**src/logic/ddrini_pkg.sv**
```systemverilog
// Package of the DDR module initialization controller: command codes, mode bits, timings.
// Assumes a 100 MHz controller clock; all waits are counted in cycles of that clock.
package ddrini_pkg;

   // ************************************************************
   // Clock and timing
   // ************************************************************
   localparam int CLK_PERIOD_PS    = 10000;
   localparam int T_PWRUP_US       = 200;
   localparam int T_RP_PS          = 20000;
   localparam int T_MRD_PS         = 15000;
   localparam int T_RFC_PS         = 75000;
   localparam int T_REFMAX_NS      = 70300;
   localparam int T_RAS_MIN_NS     = 40;
   localparam int T_RAS_MAX_NS     = 120000;
   localparam int DLL_LOCK_CYCLES  = 200;
   localparam int MAX_POSTED_REF   = 8;

   function automatic int cyc_up(input int ps);
      cyc_up = (ps + CLK_PERIOD_PS - 1) / CLK_PERIOD_PS;
      if (cyc_up < 1)
      begin
         cyc_up = 1;
      end
   endfunction : cyc_up

   function automatic int cyc_down(input int ps);
      cyc_down = ps / CLK_PERIOD_PS;
      if (cyc_down < 1)
      begin
         cyc_down = 1;
      end
   endfunction : cyc_down

   localparam int PWRUP_CYCLES  = cyc_up(T_PWRUP_US * 1000000);
   localparam int RP_CYCLES     = cyc_up(T_RP_PS);
   localparam int MRD_CYCLES    = cyc_up(T_MRD_PS);
   localparam int RFC_CYCLES    = cyc_up(T_RFC_PS);
   localparam int REFMAX_CYCLES = cyc_down(T_REFMAX_NS * 1000);
   localparam int RAS_MIN_CYCLES = cyc_up(T_RAS_MIN_NS * 1000);
   localparam int RAS_MAX_CYCLES = cyc_down(T_RAS_MAX_NS * 1000);

   // ************************************************************
   // Commands as {cs_n, ras_n, cas_n, we_n}
   // ************************************************************
   localparam logic [3:0] CMD_DESEL = 4'h8;
   localparam logic [3:0] CMD_NOP   = 4'h7;
   localparam logic [3:0] CMD_PRE   = 4'h2;
   localparam logic [3:0] CMD_REF   = 4'h1;
   localparam logic [3:0] CMD_LMR   = 4'h0;

   // ************************************************************
   // Address fields
   // ************************************************************
   localparam int ADDR_W            = 13;
   localparam int BA_W              = 2;
   localparam int PRE_ALL_BIT       = 10;
   localparam int DLL_DISABLE_BIT   = 0;
   localparam int DRIVE_STRENGTH_BIT = 1;
   localparam int DLL_RESET_BIT     = 8;
   localparam logic [1:0] BA_MODE   = 2'h0;
   localparam logic [1:0] BA_EMODE  = 2'h1;

   typedef enum logic [3:0] {
      DDRINI_POWERUP  = 4'b0000,
      DDRINI_CKE_NOP  = 4'b0001,
      DDRINI_PRE1     = 4'b0010,
      DDRINI_EMR      = 4'b0011,
      DDRINI_MR_DLL   = 4'b0100,
      DDRINI_PRE2     = 4'b0101,
      DDRINI_REF1     = 4'b0110,
      DDRINI_REF2     = 4'b0111,
      DDRINI_MR_CLR   = 4'b1000,
      DDRINI_WAIT     = 4'b1001,
      DDRINI_READY    = 4'b1010
   } ddrini_state_t;

endpackage : ddrini_pkg

```
**src/logic/ddrini_ctrl.sv**
```systemverilog
// Host-side controller that initializes a DDR module and keeps it refreshed.
// Assumes the memory clock is clk_i itself and pins are registered outside.
//
// Operation
// - Hold clock-enable low while the clock runs through the power-up wait.
// - After at least 200us stable clock, raise clock-enable and send NOPs.
// - Issue precharge-all, then wait tRP sending only NOPs.
// - Load extended mode: DLL enabled, drive strength chosen, upper bits zero.
// - Wait tMRD with NOPs after every mode-register load.
// - Load base mode register with operating parameters and DLL reset set.
// - Allow 200 cycles between DLL reset load and the first read.
// - After base mode wait, issue second precharge-all and wait tRP.
// - Issue two auto refreshes, each followed by tRFC of NOPs.
// - Optionally reload base mode with DLL reset cleared, then wait tMRD.
// - Keep clock-enable high from each refresh until it completes.
// - On clock frequency change, reset the DLL and wait 200 cycles.
// - Refresh at least every 70.3us; never postpone more than eight.
`timescale 1ns/100ps
module ddrini_ctrl #(
   parameter int PWRUP_CYC  = ddrini_pkg::PWRUP_CYCLES,
   parameter int REFMAX_CYC = ddrini_pkg::REFMAX_CYCLES,
   parameter int DLL_CYC    = ddrini_pkg::DLL_LOCK_CYCLES,
   parameter int TW         = 16
) (
   input  wire logic                          clk_i,
   input  wire logic                          nrst_i,
   input  wire logic [ddrini_pkg::ADDR_W-1:0] mode_i,
   input  wire logic                          reduced_drive_i,
   input  wire logic                          clear_dll_i,
   input  wire logic                          freq_change_i,
   output logic                               cke_o,
   output logic                               cs_n_o,
   output logic                               ras_n_o,
   output logic                               cas_n_o,
   output logic                               we_n_o,
   output logic [ddrini_pkg::BA_W-1:0]        ba_o,
   output logic [ddrini_pkg::ADDR_W-1:0]      addr_o,
   output logic                               init_done_o,
   output logic                               read_ok_o,
   output logic                               refresh_busy_o
);

   // ************************************************************
   // State and counters
   // ************************************************************
   ddrini_pkg::ddrini_state_t state_reg, state_next;
   logic [3:0]                    cmd_reg, cmd_next;
   logic [ddrini_pkg::BA_W-1:0]   ba_reg, ba_next;
   logic [ddrini_pkg::ADDR_W-1:0] addr_reg, addr_next;
   logic                          cke_reg, cke_next;
   logic [TW-1:0]                 dll_cnt_reg;
   logic [TW-1:0]                 ref_cnt_reg;
   logic                          issue;
   logic                          load;
   logic [TW-1:0]                 load_cnt;
   logic                          done;
   logic                          dll_start;
   logic                          ref_due;
   logic                          ref_issue;
   logic                          ref_wait_reg;
   logic                          pwr_loaded_reg;

   // Waits are loaded as count minus one because the issuing cycle already counts.
   function automatic logic [TW-1:0] wcnt(input int cyc);
      wcnt = TW'(cyc - 1);
   endfunction : wcnt

   ddrini_timer #(
      .WIDTH (TW)
   ) u_timer (
      .clk_i   (clk_i),
      .nrst_i  (nrst_i),
      .load_i  (load),
      .count_i (load_cnt),
      .done_o  (done)
   );

   // ************************************************************
   // Sequence decode
   // ************************************************************
   assign issue     = done && (cmd_reg == ddrini_pkg::CMD_NOP || cmd_reg == ddrini_pkg::CMD_DESEL);
   assign ref_due   = (ref_cnt_reg >= TW'(REFMAX_CYC - ddrini_pkg::RFC_CYCLES));
   assign ref_issue = issue && (state_reg == ddrini_pkg::DDRINI_READY) && ref_due;
   assign dll_start = issue && (state_reg == ddrini_pkg::DDRINI_MR_DLL);

   always_comb
   begin
      state_next = state_reg;
      cmd_next   = ddrini_pkg::CMD_NOP;
      ba_next    = ba_reg;
      addr_next  = addr_reg;
      cke_next   = cke_reg;
      load       = 1'b0;
      load_cnt   = '0;
      unique case (state_reg)
         ddrini_pkg::DDRINI_POWERUP:
         begin
            cke_next = 1'b0;
            cmd_next = ddrini_pkg::CMD_DESEL;
            if (!pwr_loaded_reg)
            begin
               load     = 1'b1;
               load_cnt = wcnt(PWRUP_CYC);
            end
            else if (done)
            begin
               cke_next   = 1'b1;
               cmd_next   = ddrini_pkg::CMD_NOP;
               load       = 1'b1;
               load_cnt   = wcnt(1);
               state_next = ddrini_pkg::DDRINI_CKE_NOP;
            end
         end
         ddrini_pkg::DDRINI_CKE_NOP:
            if (issue)
            begin
               cmd_next   = ddrini_pkg::CMD_PRE;
               addr_next  = '0;
               addr_next[ddrini_pkg::PRE_ALL_BIT] = 1'b1;
               load       = 1'b1;
               load_cnt   = wcnt(ddrini_pkg::RP_CYCLES);
               state_next = ddrini_pkg::DDRINI_PRE1;
            end
         ddrini_pkg::DDRINI_PRE1:
            if (issue)
            begin
               cmd_next   = ddrini_pkg::CMD_LMR;
               ba_next    = ddrini_pkg::BA_EMODE;
               addr_next  = '0;
               addr_next[ddrini_pkg::DLL_DISABLE_BIT]    = 1'b0;
               addr_next[ddrini_pkg::DRIVE_STRENGTH_BIT] = reduced_drive_i;
               load       = 1'b1;
               load_cnt   = wcnt(ddrini_pkg::MRD_CYCLES);
               state_next = ddrini_pkg::DDRINI_EMR;
            end
         ddrini_pkg::DDRINI_EMR, ddrini_pkg::DDRINI_WAIT:
            if (issue)
            begin
               cmd_next   = ddrini_pkg::CMD_LMR;
               ba_next    = ddrini_pkg::BA_MODE;
               addr_next  = mode_i;
               addr_next[ddrini_pkg::DLL_RESET_BIT] = 1'b1;
               load       = 1'b1;
               load_cnt   = wcnt(ddrini_pkg::MRD_CYCLES);
               state_next = ddrini_pkg::DDRINI_MR_DLL;
            end
         ddrini_pkg::DDRINI_MR_DLL:
            if (issue)
            begin
               cmd_next   = ddrini_pkg::CMD_PRE;
               ba_next    = '0;
               addr_next  = '0;
               addr_next[ddrini_pkg::PRE_ALL_BIT] = 1'b1;
               load       = 1'b1;
               load_cnt   = wcnt(ddrini_pkg::RP_CYCLES);
               state_next = ddrini_pkg::DDRINI_PRE2;
            end
         ddrini_pkg::DDRINI_PRE2, ddrini_pkg::DDRINI_REF1:
            if (issue)
            begin
               cmd_next   = ddrini_pkg::CMD_REF;
               ba_next    = '0;
               addr_next  = '0;
               load       = 1'b1;
               load_cnt   = wcnt(ddrini_pkg::RFC_CYCLES);
               state_next = (state_reg == ddrini_pkg::DDRINI_PRE2) ?
                            ddrini_pkg::DDRINI_REF1 : ddrini_pkg::DDRINI_REF2;
            end
         ddrini_pkg::DDRINI_REF2:
            if (issue)
            begin
               if (clear_dll_i)
               begin
                  cmd_next   = ddrini_pkg::CMD_LMR;
                  ba_next    = ddrini_pkg::BA_MODE;
                  addr_next  = mode_i;
                  addr_next[ddrini_pkg::DLL_RESET_BIT] = 1'b0;
                  load       = 1'b1;
                  load_cnt   = wcnt(ddrini_pkg::MRD_CYCLES);
                  state_next = ddrini_pkg::DDRINI_MR_CLR;
               end
               else
               begin
                  state_next = ddrini_pkg::DDRINI_READY;
               end
            end
         ddrini_pkg::DDRINI_MR_CLR:
            if (issue)
            begin
               state_next = ddrini_pkg::DDRINI_READY;
            end
         ddrini_pkg::DDRINI_READY:
            if (ref_issue)
            begin
               cmd_next   = ddrini_pkg::CMD_REF;
               ba_next    = '0;
               addr_next  = '0;
               load       = 1'b1;
               load_cnt   = wcnt(ddrini_pkg::RFC_CYCLES);
            end
            else if (issue && freq_change_i)
            begin
               // A new clock rate invalidates the DLL lock, so the base load is redone.
               load       = 1'b1;
               load_cnt   = wcnt(1);
               state_next = ddrini_pkg::DDRINI_WAIT;
            end
         default:
            state_next = ddrini_pkg::DDRINI_POWERUP;
      endcase
   end

   // ************************************************************
   // Registers
   // ************************************************************
   always_ff @(posedge clk_i)
   begin
      if (!nrst_i)
      begin
         state_reg <= ddrini_pkg::DDRINI_POWERUP;
         cmd_reg   <= ddrini_pkg::CMD_DESEL;
         ba_reg    <= '0;
         addr_reg  <= '0;
         cke_reg   <= 1'b0;
      end
      else
      begin
         state_reg <= state_next;
         cmd_reg   <= cmd_next;
         ba_reg    <= ba_next;
         addr_reg  <= addr_next;
         cke_reg   <= cke_next;
      end
   end

   // The power-up wait is loaded in the first cycle after reset, as the timer idles at zero.
   always_ff @(posedge clk_i)
   begin
      if (!nrst_i)
         pwr_loaded_reg <= 1'b0;
      else
         pwr_loaded_reg <= 1'b1;
   end

   always_ff @(posedge clk_i)
   begin
      if (!nrst_i)
         dll_cnt_reg <= '0;
      else if (dll_start)
         dll_cnt_reg <= TW'(DLL_CYC);
      else if (dll_cnt_reg != '0)
         dll_cnt_reg <= dll_cnt_reg - 1'b1;
   end

   // Refresh is issued early by tRFC so no more than one is ever owed.
   // The interval runs from every refresh, init ones too, so the first one in ready is not late.
   always_ff @(posedge clk_i)
   begin
      if (!nrst_i)
         ref_cnt_reg <= '0;
      else if (cmd_next == ddrini_pkg::CMD_REF)
         ref_cnt_reg <= '0;
      else if (!ref_due)
         ref_cnt_reg <= ref_cnt_reg + 1'b1;
   end

   always_ff @(posedge clk_i)
   begin
      if (!nrst_i)
         ref_wait_reg <= 1'b0;
      else if (cmd_reg == ddrini_pkg::CMD_REF)
         ref_wait_reg <= 1'b1;
      else if (done)
         ref_wait_reg <= 1'b0;
   end

   // ************************************************************
   // Outputs
   // ************************************************************
   assign cke_o          = cke_reg;
   assign {cs_n_o, ras_n_o, cas_n_o, we_n_o} = cmd_reg;
   assign ba_o           = ba_reg;
   assign addr_o         = addr_reg;
   assign init_done_o    = (state_reg == ddrini_pkg::DDRINI_READY);
   assign read_ok_o      = init_done_o && (dll_cnt_reg == '0) && !ref_wait_reg;
   assign refresh_busy_o = ref_wait_reg || (cmd_reg == ddrini_pkg::CMD_REF);

endmodule : ddrini_ctrl

```
**src/logic/ddrini_timer.sv**
```systemverilog
// Down-counting wait timer used for every initialization and refresh wait except the DLL lock wait.
// Assumes the loader gives a count of at least one cycle.
`timescale 1ns/100ps
module ddrini_timer #(
   parameter int WIDTH = 16
) (
   input  wire logic             clk_i,
   input  wire logic             nrst_i,
   input  wire logic             load_i,
   input  wire logic [WIDTH-1:0] count_i,
   output logic                  done_o
);

   logic [WIDTH-1:0] cnt_reg;
   logic [WIDTH-1:0] cnt_next;

   assign cnt_next = load_i ? count_i : ((cnt_reg != '0) ? cnt_reg - 1'b1 : cnt_reg);
   // Done ignores the load strobe: the loader decides on done, so that path would close a loop.
   assign done_o   = (cnt_reg == '0);

   always_ff @(posedge clk_i)
   begin
      if (!nrst_i)
         cnt_reg <= '0;
      else
         cnt_reg <= cnt_next;
   end

endmodule : ddrini_timer

```
**config.mk**
```make
export PLATFORM = sky130hd
export DESIGN_NAME = ddrini_ctrl
export DESIGN_NICKNAME = d
export VERILOG_FILES = /design/src/logic/ddrini_pkg.sv /design/src/logic/ddrini_ctrl.sv /design/src/logic/ddrini_timer.sv
export SDC_FILE = /design/constraint.sdc
export NUM_CORES = 1
export LEC_CHECK = 0
export ABC_AREA = 1
export ABC_CLOCK_PERIOD_IN_PS = 4750
export BUFFER_PORTS_ARGS = -buffer_cell sky130_fd_sc_hd__buf_4
export CAP_MARGIN = 20
export CORE_ASPECT_RATIO = 0.7
export CORE_UTILIZATION = 45
export DETAILED_ROUTE_END_ITERATION = 8
export PLACE_DENSITY_LB_ADDON = 0.15
export RECOVER_POWER = 25
export SETUP_SLACK_MARGIN = 0.15
export SYNTH_ARGS = -nofsm -noshare
export SYNTH_HDL_FRONTEND = slang
export SYNTH_SLANG_ARGS = --single-unit
```
**constraint.sdc**
```tcl
create_clock -name clk_i -period 4.75 [get_ports clk_i]
set_input_delay 0.475 -clock clk_i [delete_from_list [all_inputs] [get_ports clk_i]]
set_output_delay 0.475 -clock clk_i [all_outputs]
set_load 0.03 [all_outputs]
```
# Word-level counts from Yosys, hierarchy flattened

Index checks and enable logic that the tools add are counted.
W data, S select, Z words.

Output and inout bits: 23
Input bits: 18
Register bits: 74

Bitwise gates (word level): 1
Add/subtract/negate cells: 3
Eq/ne operators: 29
Reductions and logical operators: 32
Muxes and demuxes: 60
Order comparisons: 1

Operators with widths:

| cell                    | count |
|---|---|
| $mux W13                | 7 |
| $pmux W13 S6            | 1 |
| $pmux W15 S5            | 1 |
| $mux W4                 | 13 |
| $pmux W4 S9             | 1 |
| $logic_not A16 Y1       | 2 |
| $mux W16                | 2 |
| $reduce_bool A16 Y1     | 2 |
| $sub A16 B1 Y16 const B | 2 |
| $mux W3                 | 8 |
| $pmux W4 S6             | 1 |
| $ne A2 B2 Y1 const B    | 11 |
| $eq A4 B3 Y1 const B    | 5 |
| $add A16 B1 Y16 const B | 1 |
| $eq A4 B4 Y1 const B    | 4 |
| $ge A16 B13 Y1 const B  | 1 |
| $mux W8                 | 2 |
| $mux W1                 | 15 |
| $mux W15                | 1 |
| $eq A4 B1 Y1 const B    | 3 |
| $mux W2                 | 6 |
| $reduce_and A11 Y1      | 1 |
| $reduce_or A2 Y1        | 5 |
| $reduce_or A5 Y1        | 2 |
| other kinds (16)        | 29 |

# Depth between registers and ports, before layout

Word-level depth: 9
Gate-level depth with buffers: 16

# By module

A second synthesis with hierarchy kept.

Cell total of the unflattened synthesis: 645
Area total of the unflattened synthesis: 4255.3 sq um

By module, submodules not included:

| module       | seq. area each (sq um) | cells an instance | area each (sq um) | times used |
|---|---|---|---|---|
| ddrini_ctrl  | 1141.1                 | 465               | 3071.7            | 1 |
| ddrini_timer | 320.3                  | 180               | 1183.6            | 1 |

# Worst setup path after synthesis

Ideal clock, no wire load.

Path type: register -> register
From: register cmd_reg[0]
To: register addr_reg, in the netlist addr_o[1]
Cell stages (with the launch flop): 13
Data arrival time: 1792 ps
Path slack: 2845 ps
Cell sequence: dfxtp_1 -> inv_1 -> nor2_1 -> nand2_1 -> nand2_1 -> nand3_1 -> o21ai_0 -> nand3_1 -> nor2_4 -> buf_6 -> nand2_1 -> nand2_1 -> nor2_1

Longest elaborated chain between the ends: 7
Elaborated cells between the ends (all ways): 13
Those cells by class: eq/ne: 8; reduce/logical: 5

Ends and longest elaborated chain:

| element                                             | RTL line           | RTL |
|---|---|---|
| start, declared                                     | ddrini_ctrl.sv:47  | `logic [3:0] cmd_reg, cmd_next;` |
| start signal, assigned                              | ddrini_ctrl.sv:221 | `cmd_reg <= ddrini_pkg::CMD_DESEL;` |
| start signal, assigned                              | ddrini_ctrl.sv:229 | `cmd_reg <= cmd_next;` |
| $eq A4 B3 Y1 / $eq A4 B4 Y1 (equally long branches) | ddrini_ctrl.sv:81  | `assign issue = done && (cmd_reg == ddrini_pkg::CMD_NOP \|\| cmd_reg == ddrini_pkg::CMD_DESEL);` |
| $logic_or A1 B1 Y1 (*)                              | ddrini_ctrl.sv:81  |  |
| $logic_and A1 B1 Y1 (*)                             | ddrini_ctrl.sv:81  |  |
| $logic_and A1 B1 Y1 (2 in series)                   | ddrini_ctrl.sv:83  | `assign ref_issue = issue && (state_reg == ddrini_pkg::DDRINI_READY) && ref_due;` |
| $ne A2 B1 Y1 (no line)                              | --                 |  |
| $reduce_and A8 Y1 (no line) (*)                     | --                 |  |
| end signal, assigned                                | ddrini_ctrl.sv:231 | `addr_reg <= addr_next;` |
| end, declared                                       | ddrini_ctrl.sv:49  | `logic [ddrini_pkg::ADDR_W-1:0] addr_reg, addr_next;` |

Every way passes the cells marked *; elsewhere a longest branch is shown, timed or not.
A chain may end at the register's enable or synchronous reset.

# Worst setup path after layout

From: register u_timer.cnt_reg[0]
To: register state_reg[1]

Longest elaborated chain between the ends: 6
Elaborated cells between the ends (all ways): 16
Those cells by class: eq/ne: 10; reduce/logical: 6

Ends and longest elaborated chain:

| element                           | RTL line           | RTL |
|---|---|---|
| start, declared                   | ddrini_timer.sv:14 | `logic [WIDTH-1:0] cnt_reg;` |
| start signal, assigned            | ddrini_timer.sv:26 | `cnt_reg <= cnt_next;` |
| $logic_not A16 Y1 (*)             | ddrini_timer.sv:19 | `assign done_o = (cnt_reg == '0);` |
| $logic_and A1 B1 Y1               | ddrini_ctrl.sv:81  |  |
| $logic_and A1 B1 Y1 (2 in series) | ddrini_ctrl.sv:83  |  |
| $ne A2 B2 Y1 (no line)            | --                 |  |
| $reduce_and A11 Y1 (no line) (*)  | --                 |  |
| end signal, assigned              | ddrini_ctrl.sv:220 | `state_reg <= ddrini_pkg::DDRINI_POWERUP;` |
| end signal, assigned              | ddrini_ctrl.sv:228 | `state_reg <= state_next;` |
| end, declared                     | ddrini_ctrl.sv:46  | `ddrini_pkg::ddrini_state_t state_reg, state_next;` |

Marks and branches as above.

==> out/metrics.csv <==
stage;metric;value;unit
finish;Final Util;54.3;%
worst_hold_path;worst min-delay path class;register to register;
power;Leak;2.25;nW
clock_network;Clock transition at path regs;50;ps
clock_network;Post-CTS Hold Buffers;0;
worst_hold_path;Worst Hold Depth;2;
clock_network;Root Buffer;clkbuf_16;
worst_setup_path;Reg2Reg Setup Slack;2260;ps
floorplan;Core Region;0.00869;mm^2
logic_synthesis;synth cell count leaders;nand2_1 (169), nor2_1 (140), dfxtp_1 (73);
worst_setup_path;CP endpoint kind;register;
global_routing;Tot GR Track Use;21.7;%
sta;relative slew slack;17.2;%
detailed_routing;Via Count;3988;
power;final total power;0.00325;W
global_routing;vias in the first global route;3475;
power;PD cells;688;mW/mm^2
clock_network;CTS resizes;0;
clock_network;CTS tree;done;
logic_synthesis;Yosys reg bits;73;
finish;# nets final;711;
status;status;finished clean;
detailed_routing;post-DR vias/cell;4.91;
finish;FILL cells;907;
worst_hold_path;hold path start;ref_cnt_reg[15];
sta;Max Fclk;0.401;GHz
logic_synthesis;share of Yosys cell area claimed by the top area cell type;35.3;%
place;port buffer count;38;
place;gp weighted congestion;0.917;
logic_synthesis;area leader, netlist;dfxtp_1;
logic_synthesis;Synth Cell Area;0.00414;mm^2
place;dpl ws;2440;ps
sta;Final Hold Fails;0;
sta;slew at the pin with the worst max-slew slack;1240;ps
clock_network;worst-skew pair later-pin latency;330;ps
floorplan;Die Area;0.00959;mm^2
logic_synthesis;synth top area cells;dfxtp_1 (35%), nand2_1 (15%), nor2_1 (13%);
floorplan;Die Y-Extent;82.3;um
logic_synthesis;Post-Syn Area per Cell;6.38;um^2
sta;Final setup violation count;0;
finish;n_diodes;0;
worst_setup_path;cells on worst reg2reg path;12;
sta;Tmin final;2490;ps
worst_setup_path;crit path launch type;register;
detailed_routing;drt drc;0;
clock_network;H-tree Lvls;3;
power;Worst VDD drop;0.334;mV
logic_synthesis;sequential share of the synthesized area;35.3;%
floorplan;row cnt;28;
sta;count of final max-slew check failures;0;
detailed_routing;First DRT Iteration DRCs;236;
place;DP HPWL;7.18;mm
logic_synthesis;top-count cell post-synth;nand2_1;
logic_synthesis;Post-synth EDFFs;0;
logic_synthesis;Most used DFF post-synth;dfxtp_1;
logic_synthesis;Netlist cell types;36;
logic_synthesis;Syn Nets;673;
clock_network;total setup buffers inserted after CTS;0;
finish;layout cell share with drive strength beyond 1;8.09;%
floorplan;Initial Util;47.7;%
finish;area grow syn2layout;14.0;%
clock_network;clock tree buffer depth;2;
sta;RSZ-0062 raised after global routing;no;
floorplan;I/O pin total;41;
worst_hold_path;Worst Hold End;ref_cnt_reg[15];
worst_setup_path;reg-to-reg startpoint;u_timer.cnt_reg[0];
logic_synthesis;ys async rst share;0;%
detailed_routing;1st-pass router iterations;5;
logic_synthesis;Post-Syn Instances;649;
floorplan;die width;117;um
logic_synthesis;Synth Warn #;0;
detailed_routing;routed length per instance;12.1;um
detailed_routing;WL final;9.83;mm
sta;Final period util;52.5;%
global_routing;remaining global-route overflow;0;
global_routing;largest net degree at the start of global routing;27;
clock_network;CTS Buf Count;9;
worst_setup_path;worst reg2reg endpoint;state_reg[1];
global_routing;global-route wire length before repair;16.1;mm
global_routing;initial antenna violation count;0;
worst_setup_path;Req. time, crit path;5020;ps
sta;setup tns final;0;ps
detailed_routing;Routed Antenna Nets;0;
sta;post-route setup slack;2260;ps
flow_run;Max Cap Violations;0;
worst_setup_path;Critical Path AT;2760;ps
sta;clock skew;5.20;ps
worst_setup_path;WS Path Type;register to register;
clock_network;clock sinks;73;
worst_setup_path;Crit Path Max Fanout;8;
-- critical path: stages, from the launching register on --
cell and delay (ps):
dfxtp_1 320, inv_1 110, ha_1 230, nand2_1 80
nor2_2 180, nand2_1 240, o21ai_0 510, nand2_1 130
nor2_2 230, inv_1 60, nor2_1 180, nor2_1 60
nor2_1 90
-- per-layer routing --
layer / share of wire (%) / vias to the layer above / global-route usage, %
met5: 0 / - / 0
met4: 0.69 / 0 / 6.71
met3: 4.8 / 8 / 4.45
met2: 44 / 92 / 34.6
met1: 51 / 1780 / 29.7
li1: - / 2108 / -
-- per-stage QoR --
| stage | area (um^2) | cells | hold WS [ps] |
|---|---|---|---|
| after floorplan | 4140 | 649 | 408 |
| after global placement | 4510 | 796 | 414 |
| after detailed placement | 4510 | 796 | 419 |
| after CTS | 4800 | 812 | 428 |
| after global routing | 4720 | 812 | 455 |
| final | 4720 | 812 | 427 |
-- kinds of logic (layout without fill, tap and decap cells) --
family / after synthesis / count (layout) / synth area share [%]
other cells: 1 / 1 / 0.0906
xor+xnor: 32 / 32 / 6.77
compound gates: 41 / 41 / 5.38
buf+inv: 87 / 130 / 8.46
simple gates: 409 / 409 / 42.2
fa+ha+maj: 6 / 6 / 1.81
flops: 73 / 73 / 35.3
-- where the power goes --
| group | total [W] | leakage, nW | internal [W] | switching (W) |
|---|---|---|---|---|
| Combinational | 0.00166 | 1.51 | 0.000570 | 0.00109 |
| Sequential | 0.000922 | 0.599 | 0.000784 | 0.000139 |
| Clock | 0.000660 | 0.144 | 0.000419 | 0.000241 |
| Total | 0.00325 | 2.25 | 0.00177 | 0.00147 |
-- final cells by class --
cell class                 instances  area, um^2  area share [%]
tap                              120         150            3.18
timing repair buffer              39         214            4.53
clock buffer                      13         250            5.30
clock inverter                     3        40.0           0.848
multi-input combinational        489        2320            49.2
sequential                        73        1460            31.0
inverter                          75         282            5.97
-- placed cells by master, fill, tap and decap left out, types with 12 or more instances in the layout --
master    instances
inv_1            69
nor2_1          140
nand3_1          41
buf_4            18
clkbuf_1         24
nor3_1           18
dfxtp_1          73
nand2_1         170
o21ai_0          12
xor2_1           22
a21oi_1          23
-- worst max path at each step --
stage | slack (ps) | endpoint | from | cells past startpoint
after floorplan | 2840 | addr_o[1] | cmd_reg[0] | 12
after global placement | 2470 | addr_o[7] | u_timer.cnt_reg[0] | 13
after detailed placement | 2440 | addr_o[0] | u_timer.cnt_reg[0] | 11
final | 2260 | state_reg[1] | u_timer.cnt_reg[0] | 12
after global routing | 2050 | state_reg[1] | u_timer.cnt_reg[0] | 12
after CTS | 2340 | read_ok_o | dll_cnt_reg[0] | 6
No activity file was read; power rests on OpenSTA's default activity.
